`src/hw/aux_irq_pkg.sv`:
```
// Constants and types shared by the supply event interrupt logic
package aux_irq_pkg;

	// Register byte offsets on the APB word map
	localparam int OFS_FLAGS = 32'h0000_0000;
	localparam int OFS_ENABLES = 32'h0000_0004;
	localparam int OFS_VECTOR = 32'h0000_0008;

	// Register width and reset value
	localparam int REG_W = 16;
	localparam logic [15:0] REG_RESET = 16'h0000;

	// Bit positions shared by the flag and enable registers
	localparam int BIT_TO_PRIMARY = 0;
	localparam int BIT_TO_FIRST = 1;
	localparam int BIT_TO_SECOND = 2;
	localparam int BIT_GLOBAL_EN = 3;
	localparam int BIT_SPARE = 4;
	localparam int BIT_FIRST_DROP = 5;
	localparam int BIT_SECOND_DROP = 6;
	localparam int BIT_MONITOR = 7;
	localparam int BIT_GLOBAL = 8;

	// Software writable bits of each register
	localparam logic [15:0] FLAGS_WR_MASK = 16'h01F7;
	localparam logic [15:0] ENABLES_WR_MASK = 16'h00FF;
	// Flags that request a maskable interrupt with their own enable
	localparam logic [15:0] LOCAL_SRC_MASK = 16'h00E7;

	// Vector codes, highest priority first
	localparam logic [15:0] VEC_NONE = 16'h0000;
	localparam logic [15:0] VEC_GLOBAL = 16'h0002;
	localparam logic [15:0] VEC_TO_PRIMARY = 16'h0004;
	localparam logic [15:0] VEC_TO_FIRST = 16'h0006;
	localparam logic [15:0] VEC_TO_SECOND = 16'h0008;
	localparam logic [15:0] VEC_FIRST_DROP = 16'h000C;
	localparam logic [15:0] VEC_SECOND_DROP = 16'h000E;
	localparam logic [15:0] VEC_MONITOR = 16'h0010;

	// Which supply powers the device
	typedef enum logic [1:0] {
		SUPPLY_PRIMARY = 2'b00,
		SUPPLY_FIRST = 2'b01,
		SUPPLY_SECOND = 2'b10,
		SUPPLY_NONE = 2'b11
	} supply_t;

	// Register selected by a bus access
	typedef enum logic [1:0] {
		SEL_FLAGS = 2'b00,
		SEL_ENABLES = 2'b01,
		SEL_VECTOR = 2'b10,
		SEL_NONE = 2'b11
	} reg_sel_t;

endpackage

```
`src/hw/reg_access_if.sv`:
```
// Register access carrier between the APB port and the flag core
`timescale 1ns/100ps
`default_nettype none
interface reg_access_if;
	import aux_irq_pkg::*;
	logic wr_stb;
	reg_sel_t wr_sel;
	logic [15:0] wdata;
	logic [15:0] rd_flags;
	logic [15:0] rd_enables;
	logic [15:0] rd_vector;

	// Bus side issues writes and reads register contents
	modport bus (output wr_stb, output wr_sel, output wdata,
		input rd_flags, input rd_enables, input rd_vector);
	// Core side stores writes and shows its state
	modport core (input wr_stb, input wr_sel, input wdata,
		output rd_flags, output rd_enables, output rd_vector);
endinterface
`default_nettype wire

```
`src/hw/apb_reg_port.sv`:
```
// APB slave that decodes the three registers of the flag core
`timescale 1ns/100ps
`default_nettype none
module apb_reg_port #(
	parameter int ADDR_W = 12
) (
	input wire logic pclk,
	input wire logic presetn,
	input wire logic psel,
	input wire logic penable,
	input wire logic pwrite,
	input wire logic [ADDR_W-1:0] paddr,
	input wire logic [31:0] pwdata,
	output logic [31:0] prdata,
	output logic pready,
	output logic pslverr,
	reg_access_if.bus regs
);
	import aux_irq_pkg::*;

	reg_sel_t sel;
	logic [31:0] prdata_r;

	// Address decode, full byte address so misaligned accesses miss
	always_comb begin
		if (paddr == ADDR_W'(OFS_FLAGS))
			sel = SEL_FLAGS;
		else if (paddr == ADDR_W'(OFS_ENABLES))
			sel = SEL_ENABLES;
		else if (paddr == ADDR_W'(OFS_VECTOR))
			sel = SEL_VECTOR;
		else
			sel = SEL_NONE;
	end

	// Zero wait states; unmapped addresses answer with an error
	assign pready = 1'b1;
	assign pslverr = psel & penable & (sel == SEL_NONE);

	// Write strobe at the access edge only
	assign regs.wr_stb = psel & penable & pwrite & (sel != SEL_NONE);
	assign regs.wr_sel = sel;
	assign regs.wdata = pwdata[15:0];

	// Read data captured in the setup cycle, upper half zero
	always_ff @(posedge pclk or negedge presetn) begin
		if (!presetn) begin
			prdata_r <= 32'h0000_0000;
		end else if (psel && !penable && !pwrite) begin
			case (sel)
				SEL_FLAGS: prdata_r <= {16'h0000, regs.rd_flags};
				SEL_ENABLES: prdata_r <= {16'h0000, regs.rd_enables};
				SEL_VECTOR: prdata_r <= {16'h0000, regs.rd_vector};
				default: prdata_r <= 32'h0000_0000;
			endcase
		end
	end
	assign prdata = prdata_r;

endmodule // apb_reg_port
`default_nettype wire

```
`src/hw/aux_supply_irq_flags.sv`:
```
// Supply event flags, enables, vector and interrupt requests
//
// Chosen here: the register offsets and the APB slave port.
`timescale 1ns/100ps
`default_nettype none
module aux_supply_irq_flags #(
	parameter int ADDR_W = 12
) (
	input wire logic pclk,
	input wire logic presetn,
	input wire logic psel,
	input wire logic penable,
	input wire logic pwrite,
	input wire logic [ADDR_W-1:0] paddr,
	input wire logic [31:0] pwdata,
	output logic [31:0] prdata,
	output logic pready,
	output logic pslverr,
	input wire aux_irq_pkg::supply_t active_supply,
	input wire logic first_drop_stb,
	input wire logic second_drop_stb,
	input wire logic monitor_done_stb,
	input wire logic nmi_enable_cfg,
	input wire logic cpu_interrupt_master_enable,
	output logic nmi_req,
	output logic irq_req,
	output logic [15:0] vector_out
);
	import aux_irq_pkg::*;

	////////////////////////////////////////////////////////////////////
	// Parameter check

	// The decoder needs room for all three word offsets
	if (ADDR_W < 4) begin : g_addr_check
		$error("ADDR_W too small for the register map");
	end

	// Offsets are held in int constants, so the bus stays within 32 bits
	if (ADDR_W > 32) begin : g_addr_wide_check
		$error("ADDR_W wider than the offset constants");
	end

	// Every register is one half word throughout the datapath
	if (REG_W != 16) begin : g_width_check
		$error("REG_W must be 16");
	end

	// Flag bit 3 always reads zero, so it must never be stored
	if (FLAGS_WR_MASK[BIT_GLOBAL_EN]) begin : g_flag_mask_check
		$error("flag bit 3 must not be writable");
	end

	// Enable bit 8 mirrors the system setting, never software
	if (ENABLES_WR_MASK[BIT_GLOBAL]) begin : g_enable_mask_check
		$error("enable bit 8 must not be writable");
	end

	// The global flag has its own request path with two enables
	if (LOCAL_SRC_MASK[BIT_GLOBAL] || LOCAL_SRC_MASK[BIT_GLOBAL_EN]) begin : g_local_mask_check
		$error("global bits must not be local sources");
	end

	// The spare bit is stored but must never request
	if (LOCAL_SRC_MASK[BIT_SPARE]) begin : g_spare_check
		$error("spare bit must not be a source");
	end

	// The decoder compares full byte addresses of aligned words
	if ((OFS_FLAGS % 4) != 0 || (OFS_ENABLES % 4) != 0 || (OFS_VECTOR % 4) != 0) begin : g_align_check
		$error("register offsets must be word aligned");
	end

	// Two registers on one offset would shadow each other
	if (OFS_FLAGS == OFS_ENABLES || OFS_FLAGS == OFS_VECTOR || OFS_ENABLES == OFS_VECTOR) begin : g_ofs_check
		$error("register offsets must differ");
	end

	// Every offset must be reachable on the address bus
	if (ADDR_W < 32 && OFS_VECTOR >= (1 << ADDR_W)) begin : g_reach_check
		$error("vector offset beyond the address width");
	end

	////////////////////////////////////////////////////////////////////
	// Declarations

	reg_access_if regs ();

	logic [15:0] flags_r;
	logic [15:0] flags_nxt;
	logic [15:0] enables_r;
	logic [15:0] enables_nxt;
	logic [15:0] set_evt;
	logic [15:0] pending;
	logic [15:0] vector_nxt;
	logic [15:0] vector_r;
	supply_t prev_supply_r;
	logic supply_known_r;
	logic supply_changed;
	logic nmi_req_r;
	logic irq_req_r;
	logic nmi_req_nxt;
	logic irq_req_nxt;
	logic global_maskable;
	logic local_any;

	////////////////////////////////////////////////////////////////////
	// Bus port

	apb_reg_port #(
		.ADDR_W(ADDR_W)
	) u_bus (
		.pclk(pclk),
		.presetn(presetn),
		.psel(psel),
		.penable(penable),
		.pwrite(pwrite),
		.paddr(paddr),
		.pwdata(pwdata),
		.prdata(prdata),
		.pready(pready),
		.pslverr(pslverr),
		.regs(regs.bus)
	);

	////////////////////////////////////////////////////////////////////
	// Supply tracking

	// First cycle after reset with a valid supply only learns the start-up supply, so
	// the choice made at power-up does not look like a switch
	always_ff @(posedge pclk or negedge presetn) begin
		if (!presetn) begin
			supply_known_r <= 1'b0;
		end else if (active_supply != SUPPLY_NONE) begin
			supply_known_r <= 1'b1;
		end
	end

	// Last valid supply seen; the undefined code is never recorded
	always_ff @(posedge pclk or negedge presetn) begin
		if (!presetn) begin
			prev_supply_r <= SUPPLY_PRIMARY;
		end else if (active_supply != SUPPLY_NONE) begin
			prev_supply_r <= active_supply;
		end
	end

	// A change between two valid supplies
	// The undefined code in between is skipped, so primary, none, first
	// still counts as one switch into the first backup
	// No change is reported while the start-up supply is being learnt
	assign supply_changed = supply_known_r && (active_supply != SUPPLY_NONE)
		&& (active_supply != prev_supply_r);

	////////////////////////////////////////////////////////////////////
	// Hardware set events

	// Event vector in flag bit order
	always_comb begin
		set_evt = REG_RESET;
		set_evt[BIT_GLOBAL] = supply_changed;
		set_evt[BIT_MONITOR] = monitor_done_stb;
		set_evt[BIT_SECOND_DROP] = second_drop_stb;
		set_evt[BIT_FIRST_DROP] = first_drop_stb;
		set_evt[BIT_TO_SECOND] = supply_changed && (active_supply == SUPPLY_SECOND);
		set_evt[BIT_TO_FIRST] = supply_changed && (active_supply == SUPPLY_FIRST);
		set_evt[BIT_TO_PRIMARY] = supply_changed && (active_supply == SUPPLY_PRIMARY);
	end

	////////////////////////////////////////////////////////////////////
	// Flag register

	// Software write, vector clear, then hardware sets on top
	// Writing a one by software sets a flag, which lets a handler
	// raise a request on purpose; writing zero clears it
	// The spare bit 4 is stored as written but requests nothing
	// Ordering the OR last makes a same-cycle event survive any clear
	always_comb begin
		flags_nxt = flags_r;
		if (regs.wr_stb && regs.wr_sel == SEL_FLAGS) begin
			flags_nxt = regs.wdata & FLAGS_WR_MASK;
		end
		if (regs.wr_stb && regs.wr_sel == SEL_VECTOR) begin
			flags_nxt = REG_RESET;
		end
		flags_nxt = flags_nxt | set_evt;
	end

	// Flags reset to none pending
	always_ff @(posedge pclk or negedge presetn) begin
		if (!presetn) begin
			flags_r <= REG_RESET;
		end else begin
			flags_r <= flags_nxt;
		end
	end

	////////////////////////////////////////////////////////////////////
	// Enable register

	// Software owns bits 7..0; bit 8 follows the system setting
	// Bit 8 lags its input by one clock, as any other stored bit
	// A software write to bit 8 is dropped by the write mask
	always_comb begin
		enables_nxt = enables_r;
		if (regs.wr_stb && regs.wr_sel == SEL_ENABLES) begin
			enables_nxt = regs.wdata & ENABLES_WR_MASK;
		end
		enables_nxt[BIT_GLOBAL] = nmi_enable_cfg;
	end

	// Enables reset to all disabled
	always_ff @(posedge pclk or negedge presetn) begin
		if (!presetn) begin
			enables_r <= REG_RESET;
		end else begin
			enables_r <= enables_nxt;
		end
	end

	////////////////////////////////////////////////////////////////////
	// Pending sources and vector

	// A source counts once its flag and its enable are both set;
	// the global flag counts under either of its two enables
	// Disabled flags stay readable but are left out of the vector,
	// so a handler only ever sees codes it can service
	always_comb begin
		pending = flags_r & enables_r & LOCAL_SRC_MASK;
		pending[BIT_GLOBAL] = flags_r[BIT_GLOBAL]
			& (enables_r[BIT_GLOBAL] | enables_r[BIT_GLOBAL_EN]);
	end

	irq_vector_enc u_vec (
		.pending(pending),
		.vector(vector_nxt)
	);

	// Vector held in a flop for the read path and the output port
	always_ff @(posedge pclk or negedge presetn) begin
		if (!presetn) begin
			vector_r <= VEC_NONE;
		end else begin
			vector_r <= vector_nxt;
		end
	end

	////////////////////////////////////////////////////////////////////
	// Interrupt requests

	assign nmi_req_nxt = flags_r[BIT_GLOBAL] & enables_r[BIT_GLOBAL];

	assign global_maskable = flags_r[BIT_GLOBAL] & ~enables_r[BIT_GLOBAL]
		& enables_r[BIT_GLOBAL_EN];

	assign local_any = |(flags_r & enables_r & LOCAL_SRC_MASK);

	// Maskable line honours the processor's master enable
	// The non-maskable line ignores it, as a switch must never be lost
	assign irq_req_nxt = cpu_interrupt_master_enable & (global_maskable | local_any);

	// Requests registered so the outputs come from flops
	always_ff @(posedge pclk or negedge presetn) begin
		if (!presetn) begin
			nmi_req_r <= 1'b0;
			irq_req_r <= 1'b0;
		end else begin
			nmi_req_r <= nmi_req_nxt;
			irq_req_r <= irq_req_nxt;
		end
	end

	////////////////////////////////////////////////////////////////////
	// Outputs and read-back

	// Requests and vector come from flops built on the same flag state,
	// so they change together two clocks after an event
	// Reading the vector has no side effect; only a write clears
	assign nmi_req = nmi_req_r;
	assign irq_req = irq_req_r;
	assign vector_out = vector_r;

	assign regs.rd_flags = flags_r & FLAGS_WR_MASK;
	assign regs.rd_enables = enables_r & (ENABLES_WR_MASK | (16'h0001 << BIT_GLOBAL));
	assign regs.rd_vector = vector_r;

endmodule // aux_supply_irq_flags
`default_nettype wire

```
`src/hw/irq_vector_enc.sv`:
```
// Priority encoder from pending sources to the vector code
`timescale 1ns/100ps
`default_nettype none
module irq_vector_enc (
	input wire logic [15:0] pending,
	output logic [15:0] vector
);
	import aux_irq_pkg::*;

	// Global switch first, supply monitor last
	always_comb begin
		if (pending[BIT_GLOBAL])
			vector = VEC_GLOBAL;
		else if (pending[BIT_TO_PRIMARY])
			vector = VEC_TO_PRIMARY;
		else if (pending[BIT_TO_FIRST])
			vector = VEC_TO_FIRST;
		else if (pending[BIT_TO_SECOND])
			vector = VEC_TO_SECOND;
		else if (pending[BIT_FIRST_DROP])
			vector = VEC_FIRST_DROP;
		else if (pending[BIT_SECOND_DROP])
			vector = VEC_SECOND_DROP;
		else if (pending[BIT_MONITOR])
			vector = VEC_MONITOR;
		else
			vector = VEC_NONE;
	end

endmodule // irq_vector_enc
`default_nettype wire

```
`config.mk`:
```
export PLATFORM = sky130hd
export DESIGN_NAME = aux_supply_irq_flags
export DESIGN_NICKNAME = d
export VERILOG_FILES = /design/src/hw/aux_irq_pkg.sv /design/src/hw/reg_access_if.sv /design/src/hw/apb_reg_port.sv /design/src/hw/aux_supply_irq_flags.sv /design/src/hw/irq_vector_enc.sv
export SDC_FILE = /design/constraint.sdc
export NUM_CORES = 1
export LEC_CHECK = 0
export ABC_AREA = 0
export BUFFER_PORTS_ARGS = -buffer_cell sky130_fd_sc_hd__buf_2
export CORE_MARGIN = 3
export CORE_UTILIZATION = 48
export CTS_CLUSTER_DIAMETER = 50
export DETAILED_ROUTE_END_ITERATION = 12
export MAX_ROUTING_LAYER = met4
export PLACE_DENSITY = 0.95
export SYNTH_ARGS = -nofsm -noshare
export SYNTH_HDL_FRONTEND = slang
export SYNTH_SLANG_ARGS = --single-unit
```
`constraint.sdc`:
```
create_clock -name pclk -period 3.6 [get_ports pclk]
set_clock_uncertainty 0.15 [all_clocks]
set_input_delay 0.54 -clock pclk [delete_from_list [all_inputs] [get_ports pclk]]
set_output_delay 0.54 -clock pclk [all_outputs]
set_load 0.05 [all_outputs]
```
* Word level (Yosys, flattened, before mapping)
Cells that the tools add are included.
Widths: inputs -> output; s select.
** Storage, ports and cells
- Output and inout bits :: 52
- Word-level logic and storage cells :: 62
- Input port bits :: 56
- Register bits after elaboration :: 78
** Operators by class
- Muxes and demuxes :: 13
- Reduce and logical (&&, ||, !) cells :: 16
- Bitwise gates (word level) :: 14
- Eq/ne operators :: 10
** Operators with widths (number)
- $mux 16 :: 8
- $pmux 16 s3 :: 1
- $or 16x9->16 :: 1
- $eq 12x3->1 const B :: 1
- $eq 12x4->1 const B :: 1
- $logic_not 12->1 :: 1
- $logic_and 1x1->1 :: 10
- $and 1x1->1 :: 9
- $and 8x8->8 :: 1
- $eq 2x2->1 const B :: 3
- $reduce_or 6->1 :: 1
- $mux 5 :: 1
- $eq 2x1->1 const B :: 2
- $logic_not 2->1 :: 2
- $mux 2 :: 2
- $ne 2x2->1 const B :: 2
- $logic_not 1->1 :: 2
- $ne 2x2->1 :: 1
- $or 1x1->1 :: 2
- $mux 1 :: 1
- $not 1->1 :: 1

* Depth between registers and ports, before layout
- Depth in word-level cells :: 10
- Depth in mapped cells :: 5
- Gate-level depth less buffers :: 4

* Hierarchy
Synthesis repeated with hierarchy kept, for this count alone.
** Second synthesis, totals
- Cells, all modules :: 272
- Area, all modules :: 2982.9 µm²
** Modules (own cells, without submodules)
- apb_reg_port :: times used 1, area an instance 1443.9 µm², sequential area each 400.4 µm², cells an instance 156
- aux_supply_irq_flags :: times used 1, area an instance 1375.1 µm², sequential area each 950.9 µm², cells an instance 94
- irq_vector_enc :: times used 1, area an instance 163.9 µm², sequential area each 0.0 µm², cells an instance 22

* Worst setup path before layout
OpenSTA, ideal clock, no wires.
- Path type :: input-to-output
- From :: input paddr[3]
- To :: output pslverr
- Stages :: 3
- Data arrival time :: 1.549 ns
- Slack :: 1.361 ns
- Required time :: 2.910 ns
- Buffers on the path :: 1
- Cell sequence :: clkbuf_1 a21oi_1 nor2_1
** Between the ends
- Cells in the longest elaborated chain, start to end :: 6
- Elaborated cells between the ends (all ways) :: 8
** RTL lines
- start, declared :: RTL line aux_supply_irq_flags.sv:14 : input wire logic [ADDR_W-1:0] paddr,
- $eq 12x4->1 :: RTL line apb_reg_port.sv:30 : else if (paddr == ADDR_W'(OFS_VECTOR))
- $mux 1 :: RTL line apb_reg_port.sv:30
- $mux 2 :: RTL line apb_reg_port.sv:28 : else if (paddr == ADDR_W'(OFS_ENABLES))
- $mux 2 * :: RTL line apb_reg_port.sv:26 : if (paddr == ADDR_W'(OFS_FLAGS))
- $eq 2x2->1 * :: RTL line apb_reg_port.sv:38 : assign pslverr = psel & penable & (sel == SEL_NONE);
- $and 1x1->1 * :: RTL line apb_reg_port.sv:38
- end, declared :: RTL line aux_supply_irq_flags.sv:18 : output logic pslverr,
Mark *: on every way between the ends. The rest lies on a longest branch, timed or not.

* Worst setup path after layout
- From :: input paddr[5]
- To :: output pslverr
The elaborated chain is that of the path after synthesis.

==> impl_metrics.py <==
metrics = {
    "sta": {
        "slew_viol_final": 0,
        "hold_slack_ps": 159.9,
        "final.period_utilization": 0.6390,
        "rsz0062_at_grt": "no",
        "timing.setup.tns_ps": 0,
        "relSlewSlack": 0.5062,
        "hold_viol_final": 0,
        "fin_crit_ps": 2300,
        "setup_viol": 0,
        "tightest_slew_ps": 740.7,
        "fmax_mhz": 434.7,
    },
    "floorplan": {
        "rows": 22,
        "io_pins": 108,
        "initial_core_util": 0.5159,
        "core_area_mm2": 0.003771,
        "chipHeight_um": 69.67,
        "die_x_um": 69.67,
        "dieArea_mm2": 0.004853,
    },
    "detailed_routing": {
        "drc": 0,
        "vias": 1380,
        "wire_per_inst_um": 12.87,
        "drtIter0Drc": 74,
        "routed_wl_um": 3706,
        "drt-vias-per-instance": 4.792,
        "ant_nets": 0,
        "dr.pass1.iters": 4,
    },
    "setup_path": {
        "required_ps": 2910,
        "crit_top_cell": "buf_2",
        "r2r_slack_ps": 2210,
        "start_kind": "input pin",
        "reg2reg_from": "prev_supply_r[0]$_DFFE_PN0N_",
        "path_buf_inv": 2,
        "crit_arrival_ps": 1610,
        "reg2reg_to": "flags_r[8]$_DFF_PN0_",
        "cp_cell_sequence": "buf_2, nor4_4, nand3_2, a21oi_1, nor2_1, buf_2",
        "critPathKind": "input pin to primary output",
        "reg2reg_depth": 4,
        "worstPathMaxFanout": 6,
        "end_kind": "primary output",
        "max_stage_delay_ps": 360,
        "slowest_stage": "nor4_4",
        "crit_family": "simple AND/OR/NAND/NOR gates",
    },
    "place": {
        "gp_congestion": 0.7940,
        "port_buffers": 48,
        "hpwl_um": 2850,
    },
    "status": {
        "status": "completed",
    },
    "layout": {
        "layout-drive-gt1-share": 0.2792,
        "final_cell_mix": "48 x buf_2, 36 x conb_1, 35 x dfrtp_1",
        "fillers": 332,
        "area_delta_synth_final_pct": 11.19,
        "final_common_cell": "buf_2",
        "final_nets": 295,
        "num_antenna_cells": 0,
        "final_core_util": 0.5737,
    },
    "clock_tree": {
        "cts_sinks": 35,
        "clk_latency_ps": 290,
        "cts.clk_slew.worst_paths_ps": 70,
        "cts_buffer_depth": 2,
        "cts_made_buffers": 5,
        "cts-root-buf": "clkbuf_8",
        "cts_hold_buffers": 0,
        "cts_tree": "yes",
        "htree_levels": 2,
        "post_cts_resized": 0,
        "postCtsSetupBuffers": 0,
    },
    "yosys": {
        "synth_fa_ha_area_frac": 0,
        "synth-simple-area-share": 0.1756,
        "synth_top_family_by_area": "simple AND/OR/NAND/NOR gates",
        "synth_mux_area_frac": 0.09196,
        "synthXorXnorAreaFrac": 0,
        "syn_area_mm2": 0.001946,
        "synth_warnings": 0,
        "ys_types": 39,
        "synth_compound_area_frac": 0.1209,
        "synth.ff_latch_count": 35,
        "seq_area_frac_synth": 0.4502,
        "syn_area_per_cell_um2": 10.19,
        "synthCells": 191,
    },
    "pwr": {
        "p_leak_nw": 1.127,
        "p_per_area_mw_per_mm2": 379.3,
        "ir_drop_v": 0.0002379,
    },
    "grt": {
        "global_route.usage.total": 0.1632,
        "grt_pass1_vias": 1330,
        "grt_max_degree": 36,
        "grt_pass1_wl_um": 6003,
        "gr-total-overflow": 0,
        "antenna_found_initial": 0,
    },
    "flow_run": {
        "cap_viol_max_count": 0,
    },
    "hold_path": {
        "min_path_type": "input pin to async pin",
    },
}
-- final cells by class --
class | instances | area [um2] | area share
multi-input cells | 145 | 890.9 | 0.4118
inverters | 4 | 15.01 | 0.006940
repair buffers | 48 | 240.2 | 0.1110
flip-flops and latches | 35 | 875.8 | 0.4049
clock inverters | 1 | 5.005 | 0.002313
well taps | 48 | 60.06 | 0.02776
clock buffers | 7 | 76.32 | 0.03528
-- state kept, by name (all words and copies together), names as in the netlist --
signal	count
enables_r	9
u_bus.prdata	9
flags_r	8
vector_out	4
prev_supply_r	2
irq_req	1
nmi_req	1
supply_known_r	1
-- where the power goes --
group	switching, mW	internal, mW	leakage (nW)
Combinational	0.125	0.0266	0.647
Sequential	0.00267	0.397	0.437
Clock	0.134	0.136	0.0422
-- cell usage after synthesis --
master,count,area [um2]
nand3b_1,2,15.01
nand2b_1,1,6.260
nand4_1,1,6.260
mux2i_1,10,100.1
nand2_1,23,86.33
dfrtp_1,35,875.8
o21a_1,1,7.510
o211ai_1,2,15.01
o21ai_1,5,25.02
o311ai_1,1,8.760
nor2b_1,5,31.28
a211o_1,4,35.03
nor3b_1,4,30.03
clkbuf_1,3,11.26
inv_1,4,15.01
buf_4,36,270.3
and4b_1,1,10.01
or3b_1,1,8.760
o31ai_1,4,30.03
mux2_2,7,78.83
conb_1,2,7.510
or3_4,1,11.26
a21oi_1,6,30.03
a21o_1,1,7.510
and2_1,1,6.260
and3_1,1,6.260
a21boi_0,2,15.01
a22o_1,1,8.760
nor4b_1,1,8.760
nand3_2,1,10.01
a22oi_1,1,7.510
nor3_1,1,5.000
nand3_1,2,10.01
nor2_1,6,22.52
nor4_4,2,42.54
o21ai_0,7,35.03
buf_2,2,10.01
nand4_2,2,25.02
a32o_1,1,10.01
-- worst max path at each step --
| stage | startpoint | to | slack (ps) | depth (start not counted) |
|---|---|---|---|---|
| final | paddr[5] | pslverr | 1300 | 6 |
| after global routing | paddr[5] | pslverr | 1230 | 6 |
| after CTS | paddr[1] | pslverr | 1290 | 6 |
| after detailed placement | paddr[1] | pslverr | 1290 | 6 |
| after global placement | paddr[1] | pslverr | 1310 | 6 |
| after floorplan | paddr[3] | pslverr | 1360 | 3 |
-- metrics by stage --
stage | power, mW | cells | worst slack (ps) | instance area (um2)
floorplan | 0.5511 | 225 | 1361 | 2073
global placement | 0.5555 | 280 | 1308 | 2082
detailed placement | 0.5579 | 280 | 1294 | 2082
CTS | 0.8271 | 288 | 1289 | 2163
global route | 0.8581 | 288 | 1228 | 2163
finish | 0.8205 | 288 | 1300 | 2163
-- layer usage --
layer | GRT usage | routed length (um) | vias to the layer above
met4 | 0.07872 | 95 | 0
li1 | - | - | 688
met2 | 0.2532 | 1837 | 56
met3 | 0.05362 | 295 | 8
met5 | - | 0 | -
met1 | 0.1911 | 1478 | 628
-- logic make-up after synthesis --
logic type / after synthesis
simple gates: 56
buf+inv: 45
compound gates: 36
flops: 35
mux: 17
other cells: 2
(Power assumes the default switching activity.)
